<file path="src/hdl/ipw_map.vh">
// Register offsets, field positions, reset values and source layout of the interrupt and wake block
`ifndef IPW_MAP_VH
`define IPW_MAP_VH
// Register byte offsets
`define IPW_REG_CTRL 8'h00
`define IPW_REG_EN_LO 8'h04
`define IPW_REG_EN_HI 8'h08
`define IPW_REG_LEVEL 8'h0c
`define IPW_REG_STBY 8'h10
`define IPW_REG_STATUS 8'h14
`define IPW_REG_SRC_LO 8'h18
`define IPW_REG_SRC_HI 8'h1c
// Control fields
`define IPW_CTRL_GIE 0
`define IPW_CTRL_PIN0_LVL 1
`define IPW_CTRL_PIN1_LVL 2
`define IPW_CTRL_BTMR_LRC 3
// Reset values
`define IPW_CTRL_RST 4'h0
`define IPW_EN_RST 44'h000_0000_0000
`define IPW_LEVEL_RST 10'h000
// Service levels
`define IPW_LVL_NONE 2'h0
`define IPW_LVL_LOW 2'h1
`define IPW_LVL_HIGH 2'h2
`define IPW_LVL_TOP 2'h3
// Standby modes
`define IPW_MODE_RUN 2'h0
`define IPW_MODE_PAUSE 2'h1
`define IPW_MODE_STOP 2'h2
`define IPW_MODE_XTAL 2'h3
// Vector geometry
`define IPW_NUM_SRC 44
`define IPW_NUM_VEC 10
`define IPW_VEC_BASE 8'h03
`define IPW_VEC_STEP 8'h08
// First source index of vectors one to nine
`define IPW_V1_LO 1
`define IPW_V2_LO 2
`define IPW_V3_LO 8
`define IPW_V4_LO 11
`define IPW_V5_LO 16
`define IPW_V6_LO 24
`define IPW_V7_LO 26
`define IPW_V8_LO 31
`define IPW_V9_LO 38
// Sources that take part in stop release
`define IPW_SRC_PIN0 0
`define IPW_SRC_PIN1 1
`define IPW_SRC_PIN2 2
`define IPW_SRC_PIN4 4
`define IPW_SRC_USBA_BUS 5
`define IPW_SRC_USBB_BUS 6
`define IPW_SRC_IR_RX 7
`define IPW_SRC_PIN5 9
`define IPW_SRC_BTMR 10
`define IPW_SRC_PORT0 38
`endif

</file>
<file path="src/hdl/ipw_ctrl.v">
// Interrupt priority arbiter and standby wake controller with APB registers
//
// Summary of operation
// - Three nested levels; refuse equal or lower
// - Highest level wins, then lowest vector
// - Forty-four sources merged onto ten vectors
// - Pins zero/one at 03/0B, top or low
// - Vectors 13 to 4B: high or low only
// - Vector 13 gathers its six sources
// - Vector 1B gathers pin3, pin5, base timer
// - Vector 23 gathers its five sources
// - Vector 2B gathers its eight sources
// - Vector 33 gathers serial one, async receive
// - Vector 3B gathers its five sources
// - Vector 43 gathers its seven sources
// - Vector 4B gathers its six sources
// - Pause stops core; resets or interrupt release
// - Stop halts core, peripherals, all oscillators
// - Stop released by five cause groups
// - Pins zero/one release stop only in level mode
// - Crystal stop keeps timer, receiver, crystal state
// - Crystal stop adds timer and receiver release
// - Slow RC kept when timer uses it
`timescale 1ns/1ps
`default_nettype none
`include "ipw_map.vh"
module ipw_ctrl (
	// Clock and reset
	input wire clk,
	input wire rst_n,
	// APB slave
	input wire psel,
	input wire penable,
	input wire pwrite,
	input wire [7:0] paddr,
	input wire [31:0] pwdata,
	output reg [31:0] prdata,
	output wire pready,
	output wire pslverr,
	// Request sources, one bit each, level high
	input wire [43:0] src_req,
	// Reset causes that also release standby
	input wire reset_pin_low,
	input wire wdt_reset,
	input wire low_voltage_reset,
	// Oscillator state sampled on crystal-stop entry
	input wire xtal_running,
	input wire lrc_running,
	// Core side
	output reg irq_req,
	output reg [7:0] irq_vec_addr,
	output reg [1:0] irq_level,
	input wire irq_ack,
	input wire irq_ret,
	// Run and oscillator permits
	output wire core_run,
	output wire periph_run,
	output wire btmr_ir_run,
	output wire pll_allow,
	output wire ceramic_allow,
	output wire rc_allow,
	output wire xtal_allow,
	output wire lrc_allow
);

	reg [3:0] ctrl_q;
	reg [43:0] en_q;
	reg [9:0] lvlsel_q;
	reg [1:0] mode_q;
	reg xtal_keep_q;
	reg lrc_keep_q;
	reg [1:0] cur_q;
	reg [1:0] stk0_q;
	reg [1:0] stk1_q;
	reg [1:0] stk2_q;
	reg [1:0] sp_q;
	reg [9:0] vreq;
	wire [19:0] vlvl;
	wire [9:0] vec_elig;
	reg found;
	reg [3:0] win_idx;
	reg [1:0] win_lvl;
	reg [31:0] rd_d;
	reg dec_ok;
	wire wr_en;
	wire rd_setup;
	wire sys_reset;
	wire [43:0] src_on;
	wire stop_wake;
	wire xtal_wake;
	wire pause_wake;
	wire ack_take;
	wire ret_take;
	wire stby_wr;
	wire wr_ctrl;
	wire wr_en_lo;
	wire wr_en_hi;
	wire wr_level;
	wire wake_level01;
	wire wake_pins;
	wire wake_port0;
	wire wake_usb;
	wire wake_timer_ir;
	integer i;
	integer v;

	// Source index to vector index
	// Sources of one vector sit on consecutive indices, so a threshold walk is enough
	function [3:0] src_vec;
		input integer s;
		begin
			if (s >= `IPW_V9_LO)
				src_vec = 4'd9;
			else if (s >= `IPW_V8_LO)
				src_vec = 4'd8;
			else if (s >= `IPW_V7_LO)
				src_vec = 4'd7;
			else if (s >= `IPW_V6_LO)
				src_vec = 4'd6;
			else if (s >= `IPW_V5_LO)
				src_vec = 4'd5;
			else if (s >= `IPW_V4_LO)
				src_vec = 4'd4;
			else if (s >= `IPW_V3_LO)
				src_vec = 4'd3;
			else if (s >= `IPW_V2_LO)
				src_vec = 4'd2;
			else if (s >= `IPW_V1_LO)
				src_vec = 4'd1;
			else
				src_vec = 4'd0;
		end
	endfunction

	assign src_on = src_req & en_q;
	assign sys_reset = reset_pin_low | wdt_reset | low_voltage_reset;

	// Group enabled sources onto their vectors
	// Sources are levels; the flags themselves live in the peripherals
	always @* begin
		vreq = 10'h000;
		for (i = 0; i < `IPW_NUM_SRC; i = i + 1) begin
			if (src_on[i])
				vreq[src_vec(i)] = 1'b1;
		end
	end

	// Level per vector; top level only reachable on the two pin vectors
	genvar g;
	generate
		for (g = 0; g < `IPW_NUM_VEC; g = g + 1) begin : g_lvl
			if (g < 2) begin : g_pin
				assign vlvl[2*g+1:2*g] = lvlsel_q[g] ? `IPW_LVL_TOP : `IPW_LVL_LOW;
			end else begin : g_per
				assign vlvl[2*g+1:2*g] = lvlsel_q[g] ? `IPW_LVL_HIGH : `IPW_LVL_LOW;
			end
			// Only a level above the one in service may interrupt
			assign vec_elig[g] = ctrl_q[`IPW_CTRL_GIE] & vreq[g] & (vlvl[2*g+1:2*g] > cur_q);
		end
	endgenerate

	// Downward scan with >= lets the lower vector win a tie
	always @* begin
		found = 1'b0;
		win_idx = 4'h0;
		win_lvl = `IPW_LVL_NONE;
		for (v = `IPW_NUM_VEC - 1; v >= 0; v = v - 1) begin
			if (vec_elig[v] && vlvl[2*v+1 -: 2] >= win_lvl) begin
				found = 1'b1;
				win_idx = v[3:0];
				win_lvl = vlvl[2*v+1 -: 2];
			end
		end
	end

	// Grant outputs; cleared on acknowledge so a stale grant is never taken twice
	always @(posedge clk or negedge rst_n) begin
		if (!rst_n) begin
			irq_req <= 1'b0;
			irq_vec_addr <= 8'h00;
			irq_level <= `IPW_LVL_NONE;
		end else begin
			irq_req <= found & ~irq_ack & ~irq_ret & ~sys_reset;
			// Eight address steps per vector index
			irq_vec_addr <= `IPW_VEC_BASE + {1'b0, win_idx, 3'b000};
			irq_level <= win_lvl;
		end
	end

	// A lone ack or a return on an empty stack is ignored
	assign ack_take = irq_ack & irq_req;
	assign ret_take = irq_ret & (sp_q != 2'd0);

	// Service level stack, three deep covers low, high and top nesting
	always @(posedge clk or negedge rst_n) begin
		if (!rst_n) begin
			cur_q <= `IPW_LVL_NONE;
			stk0_q <= `IPW_LVL_NONE;
			stk1_q <= `IPW_LVL_NONE;
			stk2_q <= `IPW_LVL_NONE;
			sp_q <= 2'd0;
		end else if (sys_reset) begin
			cur_q <= `IPW_LVL_NONE;
			sp_q <= 2'd0;
		end else if (ack_take) begin
			cur_q <= irq_level;
			stk2_q <= stk1_q;
			stk1_q <= stk0_q;
			stk0_q <= cur_q;
			// Saturates; three levels never need a fourth entry
			if (sp_q != 2'd3)
				sp_q <= sp_q + 2'd1;
		end else if (ret_take) begin
			cur_q <= stk0_q;
			stk0_q <= stk1_q;
			stk1_q <= stk2_q;
			stk2_q <= `IPW_LVL_NONE;
			sp_q <= sp_q - 2'd1;
		end
	end

	// Release causes; edge-mode pins zero and one are left out of both stop types
	assign wake_level01 = (src_on[`IPW_SRC_PIN0] & ctrl_q[`IPW_CTRL_PIN0_LVL]) |
		(src_on[`IPW_SRC_PIN1] & ctrl_q[`IPW_CTRL_PIN1_LVL]);
	assign wake_pins = src_on[`IPW_SRC_PIN2] | src_on[`IPW_SRC_PIN4] | src_on[`IPW_SRC_PIN5];
	assign wake_port0 = src_on[`IPW_SRC_PORT0];
	assign wake_usb = src_on[`IPW_SRC_USBA_BUS] | src_on[`IPW_SRC_USBB_BUS];
	assign wake_timer_ir = src_on[`IPW_SRC_BTMR] | src_on[`IPW_SRC_IR_RX];
	assign stop_wake = sys_reset | wake_level01 | wake_pins | wake_port0 | wake_usb;
	assign xtal_wake = stop_wake | wake_timer_ir;
	// Pause ignores the global enable: any pending vector ends it
	assign pause_wake = sys_reset | (|vreq);

	// Standby mode sequencer
	always @(posedge clk or negedge rst_n) begin
		if (!rst_n) begin
			mode_q <= `IPW_MODE_RUN;
			xtal_keep_q <= 1'b0;
			lrc_keep_q <= 1'b0;
		end else begin
			// Oscillator states are sampled at entry and held until release
			case (mode_q)
				`IPW_MODE_RUN: begin
					if (stby_wr) begin
						mode_q <= pwdata[1:0];
						xtal_keep_q <= xtal_running;
						lrc_keep_q <= lrc_running;
					end
				end
				`IPW_MODE_PAUSE: begin
					if (pause_wake)
						mode_q <= `IPW_MODE_RUN;
				end
				`IPW_MODE_STOP: begin
					if (stop_wake)
						mode_q <= `IPW_MODE_RUN;
				end
				`IPW_MODE_XTAL: begin
					if (xtal_wake)
						mode_q <= `IPW_MODE_RUN;
				end
				default: begin
					mode_q <= `IPW_MODE_RUN;
				end
			endcase
		end
	end

	// Permits; pause leaves oscillators as they are
	assign core_run = (mode_q == `IPW_MODE_RUN);
	assign periph_run = (mode_q == `IPW_MODE_RUN) || (mode_q == `IPW_MODE_PAUSE);
	assign btmr_ir_run = (mode_q != `IPW_MODE_STOP);
	assign pll_allow = periph_run;
	assign ceramic_allow = periph_run;
	assign rc_allow = periph_run;
	assign xtal_allow = periph_run | ((mode_q == `IPW_MODE_XTAL) & xtal_keep_q);
	assign lrc_allow = periph_run |
		((mode_q == `IPW_MODE_XTAL) & ctrl_q[`IPW_CTRL_BTMR_LRC] & lrc_keep_q);

	// APB: zero wait states, read data captured in the setup cycle
	assign pready = 1'b1;
	assign wr_en = psel & penable & pwrite;
	assign rd_setup = psel & ~penable & ~pwrite;
	// Standby entry refused while a reset cause is high, so the core never sleeps through it
	assign stby_wr = wr_en & (paddr == `IPW_REG_STBY) & ~sys_reset;
	assign wr_ctrl = wr_en & (paddr == `IPW_REG_CTRL);
	assign wr_en_lo = wr_en & (paddr == `IPW_REG_EN_LO);
	assign wr_en_hi = wr_en & (paddr == `IPW_REG_EN_HI);
	assign wr_level = wr_en & (paddr == `IPW_REG_LEVEL);

	always @* begin
		dec_ok = 1'b1;
		rd_d = 32'h0000_0000;
		case (paddr)
			`IPW_REG_CTRL: rd_d[3:0] = ctrl_q;
			`IPW_REG_EN_LO: rd_d = en_q[31:0];
			`IPW_REG_EN_HI: rd_d[11:0] = en_q[43:32];
			`IPW_REG_LEVEL: rd_d[9:0] = lvlsel_q;
			`IPW_REG_STBY: rd_d[1:0] = mode_q;
			`IPW_REG_STATUS: begin
				rd_d[1:0] = cur_q;
				rd_d[3:2] = sp_q;
				rd_d[4] = found;
				rd_d[11:8] = win_idx;
				rd_d[25:16] = vreq;
			end
			`IPW_REG_SRC_LO: rd_d = src_req[31:0];
			`IPW_REG_SRC_HI: rd_d[11:0] = src_req[43:32];
			default: dec_ok = 1'b0;
		endcase
	end

	assign pslverr = psel & penable & ~dec_ok;

	// Captured in setup, so the word stands through the access cycle
	always @(posedge clk or negedge rst_n) begin
		if (!rst_n)
			prdata <= 32'h0000_0000;
		else if (rd_setup)
			prdata <= rd_d;
	end

	// Register writes
	always @(posedge clk or negedge rst_n) begin
		if (!rst_n) begin
			ctrl_q <= `IPW_CTRL_RST;
			en_q <= `IPW_EN_RST;
			lvlsel_q <= `IPW_LEVEL_RST;
		end else begin
			// Status and source words are read-only; writes there fall away
			if (wr_ctrl)
				ctrl_q <= pwdata[3:0];
			if (wr_en_lo)
				en_q[31:0] <= pwdata;
			if (wr_en_hi)
				en_q[43:32] <= pwdata[11:0];
			if (wr_level)
				lvlsel_q <= pwdata[9:0];
		end
	end

endmodule
`default_nettype wire

</file>
<file path="config.mk">
export PLATFORM = sky130hd
export DESIGN_NAME = ipw_ctrl
export DESIGN_NICKNAME = d
export VERILOG_FILES = /design/src/hdl/ipw_ctrl.v
export VERILOG_INCLUDE_DIRS = /design/src /design/src/hdl
export SDC_FILE = /design/constraint.sdc
export NUM_CORES = 1
export LEC_CHECK = 0
export BUFFER_PORTS_ARGS = -buffer_cell sky130_fd_sc_hd__buf_4
export CAP_MARGIN = 20
export CORE_MARGIN = 2
export CORE_UTILIZATION = 30
export CTS_CLUSTER_SIZE = 24
export DETAILED_ROUTE_END_ITERATION = 10
export PLACE_DENSITY_LB_ADDON = 0.2
export SETUP_SLACK_MARGIN = 0.4
export SLEW_MARGIN = 20
export SYNTH_ARGS = -nofsm -noshare
export SYNTH_HDL_FRONTEND = slang
export SYNTH_SLANG_ARGS = --single-unit
</file>
<file path="constraint.sdc">
create_clock -name clk -period 9.64 [get_ports clk]
set_clock_uncertainty 0.1 [all_clocks]
set_input_delay 1.446 -clock clk [delete_from_list [all_inputs] [get_ports clk]]
set_output_delay 1.446 -clock clk [all_outputs]
set_load 0.05 [all_outputs]
</file>
==> results.md, run 1 <==
* Power Density at 116 nW/um2
* Reg2Reg Setup Slack at 0.67 ns
* Critical Path Source: src_req[43]
* Core area at 21600 um2
* CTS Buffer Depth at 2
* Fraction of registers with async set/reset at 1.00
* Root buffer cell: clkbuf_16
* CP max stage cell: o311a_4
* DP Cell Count at 1064
* Placed cell area at 8180 um2
* Post-synth EDFFs at 0
* Status: completed
* Initial Util at 0.303
* Final setup viols at 0
* Crit path time final at 9.07 ns
* Gr ovfl total at 0
* GR Layer Usage met2 at 0.294
* Clk pin slew, worst setup/hold paths at 0.08 ns
* Drt first-iter violations at 343
* Rel. slew slack at 0.334
* Largest area contributor in the netlist: dfrtp_1
* Synthesized area at 6550 um2
* DR DRC count at 0
* Reg-to-Reg Start: cur_q[1]
* RSZ-0062 raised after global routing: true
* FF+latch count, synth at 112
* CP max FO at 4
* Final-report hold violation count at 0
* Routed wire length at 22700 um
* Hold_sp: prdata[18]
* Slew @ Worst Pin at 0.996 ns
* Largest net degree at the start of global routing at 69
* Worst setup SP type: input pin
* Hpwl dp at 17000 um
* Busiest layer in global routing: met2
* Overall Global Routing Usage at 0.195
* Max incr delay on CP at 0.33 ns
* Arr. time, crit path at 9.28 ns
* Synth top area share at 0.428
* Antenna diodes at 0
* Cell mode on critical path: nand2b_4
* DR vias at 5944
* Static Leak at 4.01 nW
* CP endpoint kind: flip-flop
* Yosys cell types at 68
* TritonCTS clock tree: yes
* Primary FF master, synth: dfrtp_1
* # clock sinks at 112
* Post-DRT Antenna Nets at 0
* Synth-to-layout area growth at 35.1%
* Crit share post-route at 0.941
* Critical Path RT at 9.85 ns
* Hold_buf cts at 0
* Die Wd at 152 um
* Top cells by count, synth: 112 x dfrtp_1, 68 x mux2_2, 62 x nand2_1
* First-pass GRT wire length at 33500 um
* First drt pass iteration count at 5
* Top cells by area, synth: dfrtp_1 43%, mux2_2 12%, ha_1 5.7%
* Met3 Use GR at 0.0407
* Layout cells sized above 1 at 0.414
* FF-to-FF End: irq_vec_addr[3]
* # rows at 54
* Via density at 5.43
* Max capacitance violation total at 0
* Sequential area share after synthesis at 0.428
* Post-Route Setup TNS at 0 ns
* Number of global-route vias before repair at 5574
* Avg WL per Cell at 20.7 um
* WS Path Type: in -> reg
* Maximum vdd drop at 0.0750 mV
* Quantity of I/O buffers inserted on ports at 145
* NumNets Final at 935
* Final instance area at 8850 um2
* Count leader, synth: dfrtp_1
* CTS HTree Levels at 3
* Die Ht at 152 um
* Worst skew pair latency at 0.37 ns
* Final slew viol count at 0
* Fmax at 0.110 GHz
* Gpl congestion at 0.851
* Finished Layout Cells at 1094
* Hold-critical path endpoint: prdata[18]
* Met1 Track Usage GR at 0.276
* Initial antenna violation count at 0
* Die area at 23000 um2
* R2R cell count at 47
* # IOs at 149
* CTS Buf Count at 9
* Avg Cell Area, Syn at 10.3 um2
* Yosys warns at 0
* Mapped Cells at 639
* Worst hold path type: reg -> reg
* Hold path cells at 2
==> how the worst max path moves through the flow <==
stage / cells past startpoint / slack, ns / to
floorplan: 43 / 0.43 / prdata[9]
global placement: 44 / 0.08 / prdata[8]
detailed placement: 45 / -0.04 / prdata[11]
CTS: 45 / 0.43 / prdata[11]
global route: 44 / 0.12 / prdata[8]
finish: 46 / 0.57 / irq_vec_addr[3]
==> power breakdown <==
| part | leakage [nW] | internal (mW) | switching [mW] | total (mW) |
|---|---|---|---|---|
| Sequential | 1.52 | 0.485 | 0.0116 | 0.497 |
| Clock | 0.132 | 0.178 | 0.187 | 0.365 |
| Combinational | 2.36 | 0.0627 | 0.106 | 0.169 |
| Total | 4.01 | 0.726 | 0.305 | 1.03 |
==> what timing repair did <==
item | in CTS | in global routing
endpoints found under the setup margin | 6 | 12
setup buffers | 0 | 14
pin swaps | 2 | 36
resized for setup | 5 | 38
hold endpoints to repair | 0 | 0
==> cells in the final DEF (no fill, tap or decap), types with 4 or more instances in the layout <==
cell type	count
a21o_1	4
a21oi_1	19
a21oi_4	6
a221oi_1	16
a222oi_1	11
a22o_1	9
a22oi_1	22
a31oi_1	8
a32o_1	5
and2_1	6
and3_1	4
buf_4	189
clkbuf_16	9
conb_1	4
dfrtp_1	112
ha_1	27
inv_1	10
mux2_2	68
mux2i_1	7
nand2_1	62
nand2b_4	7
nand3_1	14
nand4_1	4
nor2_1	60
nor2b_1	4
nor3_1	6
o211ai_1	4
o21ai_0	22
==> stage by stage <==
step	setup slack [ns]	power, mW	hold slack (ns)	util
after floorplan	0.426	0.589	0.366	-
after global placement	0.0837	0.672	0.370	0.378
after detailed placement	-0.0421	0.673	0.378	0.378
after CTS	0.427	1.04	0.395	0.393
after global routing	0.115	1.07	0.415	0.409
final	0.565	1.03	0.387	0.409
==> flip-flops by register name, summed over array words and instances, names as in the netlist <==
name and cells:
sp_q 2, stk1_q 2, prdata 32, irq_vec_addr 5, lvlsel_q 10, ctrl_q 4
stk2_q 2, irq_level 2, irq_req 1, stk0_q 2, xtal_keep_q 1, en_q 44
mode_q 2, lrc_keep_q 1, cur_q 2
==> worst max-delay path, delay by kind of cell <==
kind                     cells  cell delay (ns)
AO/OA/AOI/OAI               14             2.06
adder cells (fa/ha/maj)      7             1.85
multiplexers                 2             0.47
buffers and inverters        4             0.49
AND/OR/NAND/NOR             19             2.94
==> kinds of logic after synthesis <==
logic type      Yosys count  share of synthesized area
other cells               2                    0.00115
simple gates            208                      0.157
mux                      77                      0.134
flops                   112                      0.428
fa+ha+maj                31                     0.0590
buf+inv                  45                     0.0323
compound gates          164                      0.189
==> metal layers <==
| metal | wire length, um | share of wire | vias up |
|---|---|---|---|
| li1 | - | - | 2755 |
| met1 | 10400 | 0.46 | 2938 |
| met2 | 10100 | 0.45 | 219 |
| met3 | 1580 | 0.070 | 32 |
| met5 | 0 | 0 | - |
| met4 | 646 | 0.028 | 0 |
==> area by class of cell <==
| type | count | area, um2 |
|---|---|---|
| Fill cell | 2199 | 12800 |
| Multi-Input combinational cell | 484 | 3930 |
| Sequential cell | 112 | 2800 |
| Timing Repair Buffer | 192 | 1450 |
| Tap cell | 280 | 350 |
| Clock buffer | 9 | 225 |
| Clock inverter | 7 | 55.1 |
| Inverter | 10 | 37.5 |
Power figures use the tool's default switching activity.
==> run 2, diff against run 1 <==
--- a/config.mk
+++ b/config.mk
@@ -8,7 +8,7 @@
 export LEC_CHECK = 0
 export BUFFER_PORTS_ARGS = -buffer_cell sky130_fd_sc_hd__buf_4
 export CAP_MARGIN = 20
-export CORE_MARGIN = 2
+export CORE_MARGIN = 1.5
 export CORE_UTILIZATION = 30
 export CTS_CLUSTER_SIZE = 24
 export DETAILED_ROUTE_END_ITERATION = 10
==> run 2 against run 1 <==
Against the previous run: clock power grew 1%; wire length down 4.8%; first-iteration DRC count is 22% higher; register-to-register slack got worse by 0.07 ns; die area fell by 1.3%; worst setup slack worse by 0.11 ns; total power is 0.27% higher; flip-flop and latch count unchanged; critical endpoint is now irq_req.
==> results.md, run 2 (same netlist as run 1, synthesis figures left out) <==
* Hold slack at 0.381 ns
* Maximum vdd drop at 0.0777 mV
* Routed wire length at 21600 um
* Die Ht at 151 um
* Reg-to-Reg Start: cur_q[1]
* Hold_sp: prdata[18]
* Crit share post-route at 0.952
* NumNets Final at 920
* Worst skew pair latency at 0.36 ns
* Crit path time final at 9.18 ns
* Commonest non-fill, non-tap cell in the layout: buf_4
* Power Density at 120 nW/um2
* Slew @ Worst Pin at 1.08 ns
* CP max FO at 5
* Number of global-route vias before repair at 5388
* Most frequent cells in the layout: 175 x buf_4, 112 x dfrtp_1, 68 x mux2_2, 62 x nand2_1, 60 x nor2_1
* Final slew viol count at 0
* Final-report hold violation count at 0
* Max capacitance violation total at 0
* Worst setup SP type: input pin
* Max reg flops at 44
* Die Wd at 151 um
* # rows at 53
* Hpwl dp at 16100 um
* Arr. time, crit path at 9.32 ns
* TritonCTS clock tree: yes
* First-pass GRT wire length at 32200 um
* Die area at 22700 um2
* # IOs at 149
* Post-DRT Antenna Nets at 0
* Total power at 1.03 mW
* Post-Route Setup TNS at 0 ns
* Rel. slew slack at 0.278
* CTS HTree Levels at 3
* Root buffer cell: clkbuf_16
* WS Path Type: in -> reg
* Cell mode on critical path: nand2b_4
* Worst hold path type: reg -> reg
* DP Cell Count at 1042
* Largest regs: en_q x44, prdata x32, lvlsel_q x10
* Quantity of I/O buffers inserted on ports at 145
* Critical Path RT at 9.78 ns
* Core area at 21200 um2
* Critical Path Source: src_req[38]
* Final setup viols at 0
* Hold_buf cts at 0
* Clk pin slew, worst setup/hold paths at 0.08 ns
* RSZ-0062 raised after global routing: true
* Most flops, register: en_q
* Static Leak at 3.93 nW
* WP buf/inv at 1
* Initial antenna violation count at 0
* First drt pass iteration count at 5
* Final Core Density at 0.408
* CTS Buffer Depth at 2
* DR vias at 5763
* Avg WL per Cell at 20.1 um
* Overall Global Routing Usage at 0.189
* Via density at 5.37
* # clock sinks at 112
* Antenna diodes at 0
* CP endpoint kind: flip-flop
* Synth-to-layout area growth at 32.0%
* Largest net degree at the start of global routing at 62
* Finished Layout Cells at 1074
* Drt first-iter violations at 420
* CTS Buf Count at 9
* Max incr delay on CP at 0.36 ns
* CP max stage cell: nor4b_4
* Status: completed
* Gr ovfl total at 0
* Delay-heaviest family, CP: simple AND/OR/NAND/NOR gates
* Fmax at 0.109 GHz
* Layout cells sized above 1 at 0.392
* Gpl congestion at 0.840
* DR DRC count at 0
* Initial Util at 0.309
-- run 2: area by class of cell --
type / instances / area [um2]
clock inverters: 6 / 47.5
inverters: 10 / 37.5
flip-flops and latches: 112 / 2800
well taps: 275 / 344
multi-input cells: 484 / 3850
clock buffers: 10 / 229
fillers: 2168 / 12600
repair buffers: 177 / 1340
-- run 2: where the power goes --
part           leakage, nW  internal [mW]  total [mW]  switching, mW
Clock                0.134          0.179       0.369          0.189
Combinational         2.28         0.0626       0.168          0.106
Sequential            1.52          0.485       0.496         0.0111
Total                 3.93          0.727        1.03          0.306
-- run 2: what timing repair did --
action,CTS,global route
buffers inserted,4,12
pin swaps,5,33
resized for setup,5,25
setup endpoints to repair,9,12
hold endpoints to repair,0,0
-- run 2: worst paths after layout --
path                                   endpoint  slack (ns)  cells past startpoint
worst min-delay path                 prdata[18]        0.38                      2
max in group asynchronous               en_q[7]        7.17                      2
worst min register to register       prdata[18]        0.38                      2
worst max register to register          irq_req        0.60                     45
worst max-delay path                    irq_req        0.46                     44
min in group asynchronous       irq_vec_addr[1]        1.01                      1
-- run 2: worst min-delay path, stage by stage, from the launching register on --
cell and delay (ns):
dfrtp_1 0.35, nand2_1 0.05, o21ai_0 0.06
-- run 2: per-stage QoR --
stage          instance area, um2  setup slack (ns)
2_1_floorplan                6630             0.426
3_3_place_gp                 8040           -0.0728
3_5_place_dp                 8050            -0.301
4_1_cts                      8390             0.280
5_1_grt                      8650            0.0957
6_report                     8650             0.459
-- run 2: layer usage --
metal / GRT usage / vias up / routed length, um
met2: 0.289 / 169 / 10000
met5: 0 / - / 0
met3: 0.0336 / 16 / 1150
met1: 0.275 / 2857 / 10200
li1: - / 2721 / -
met4: 0.0432 / 0 / 268
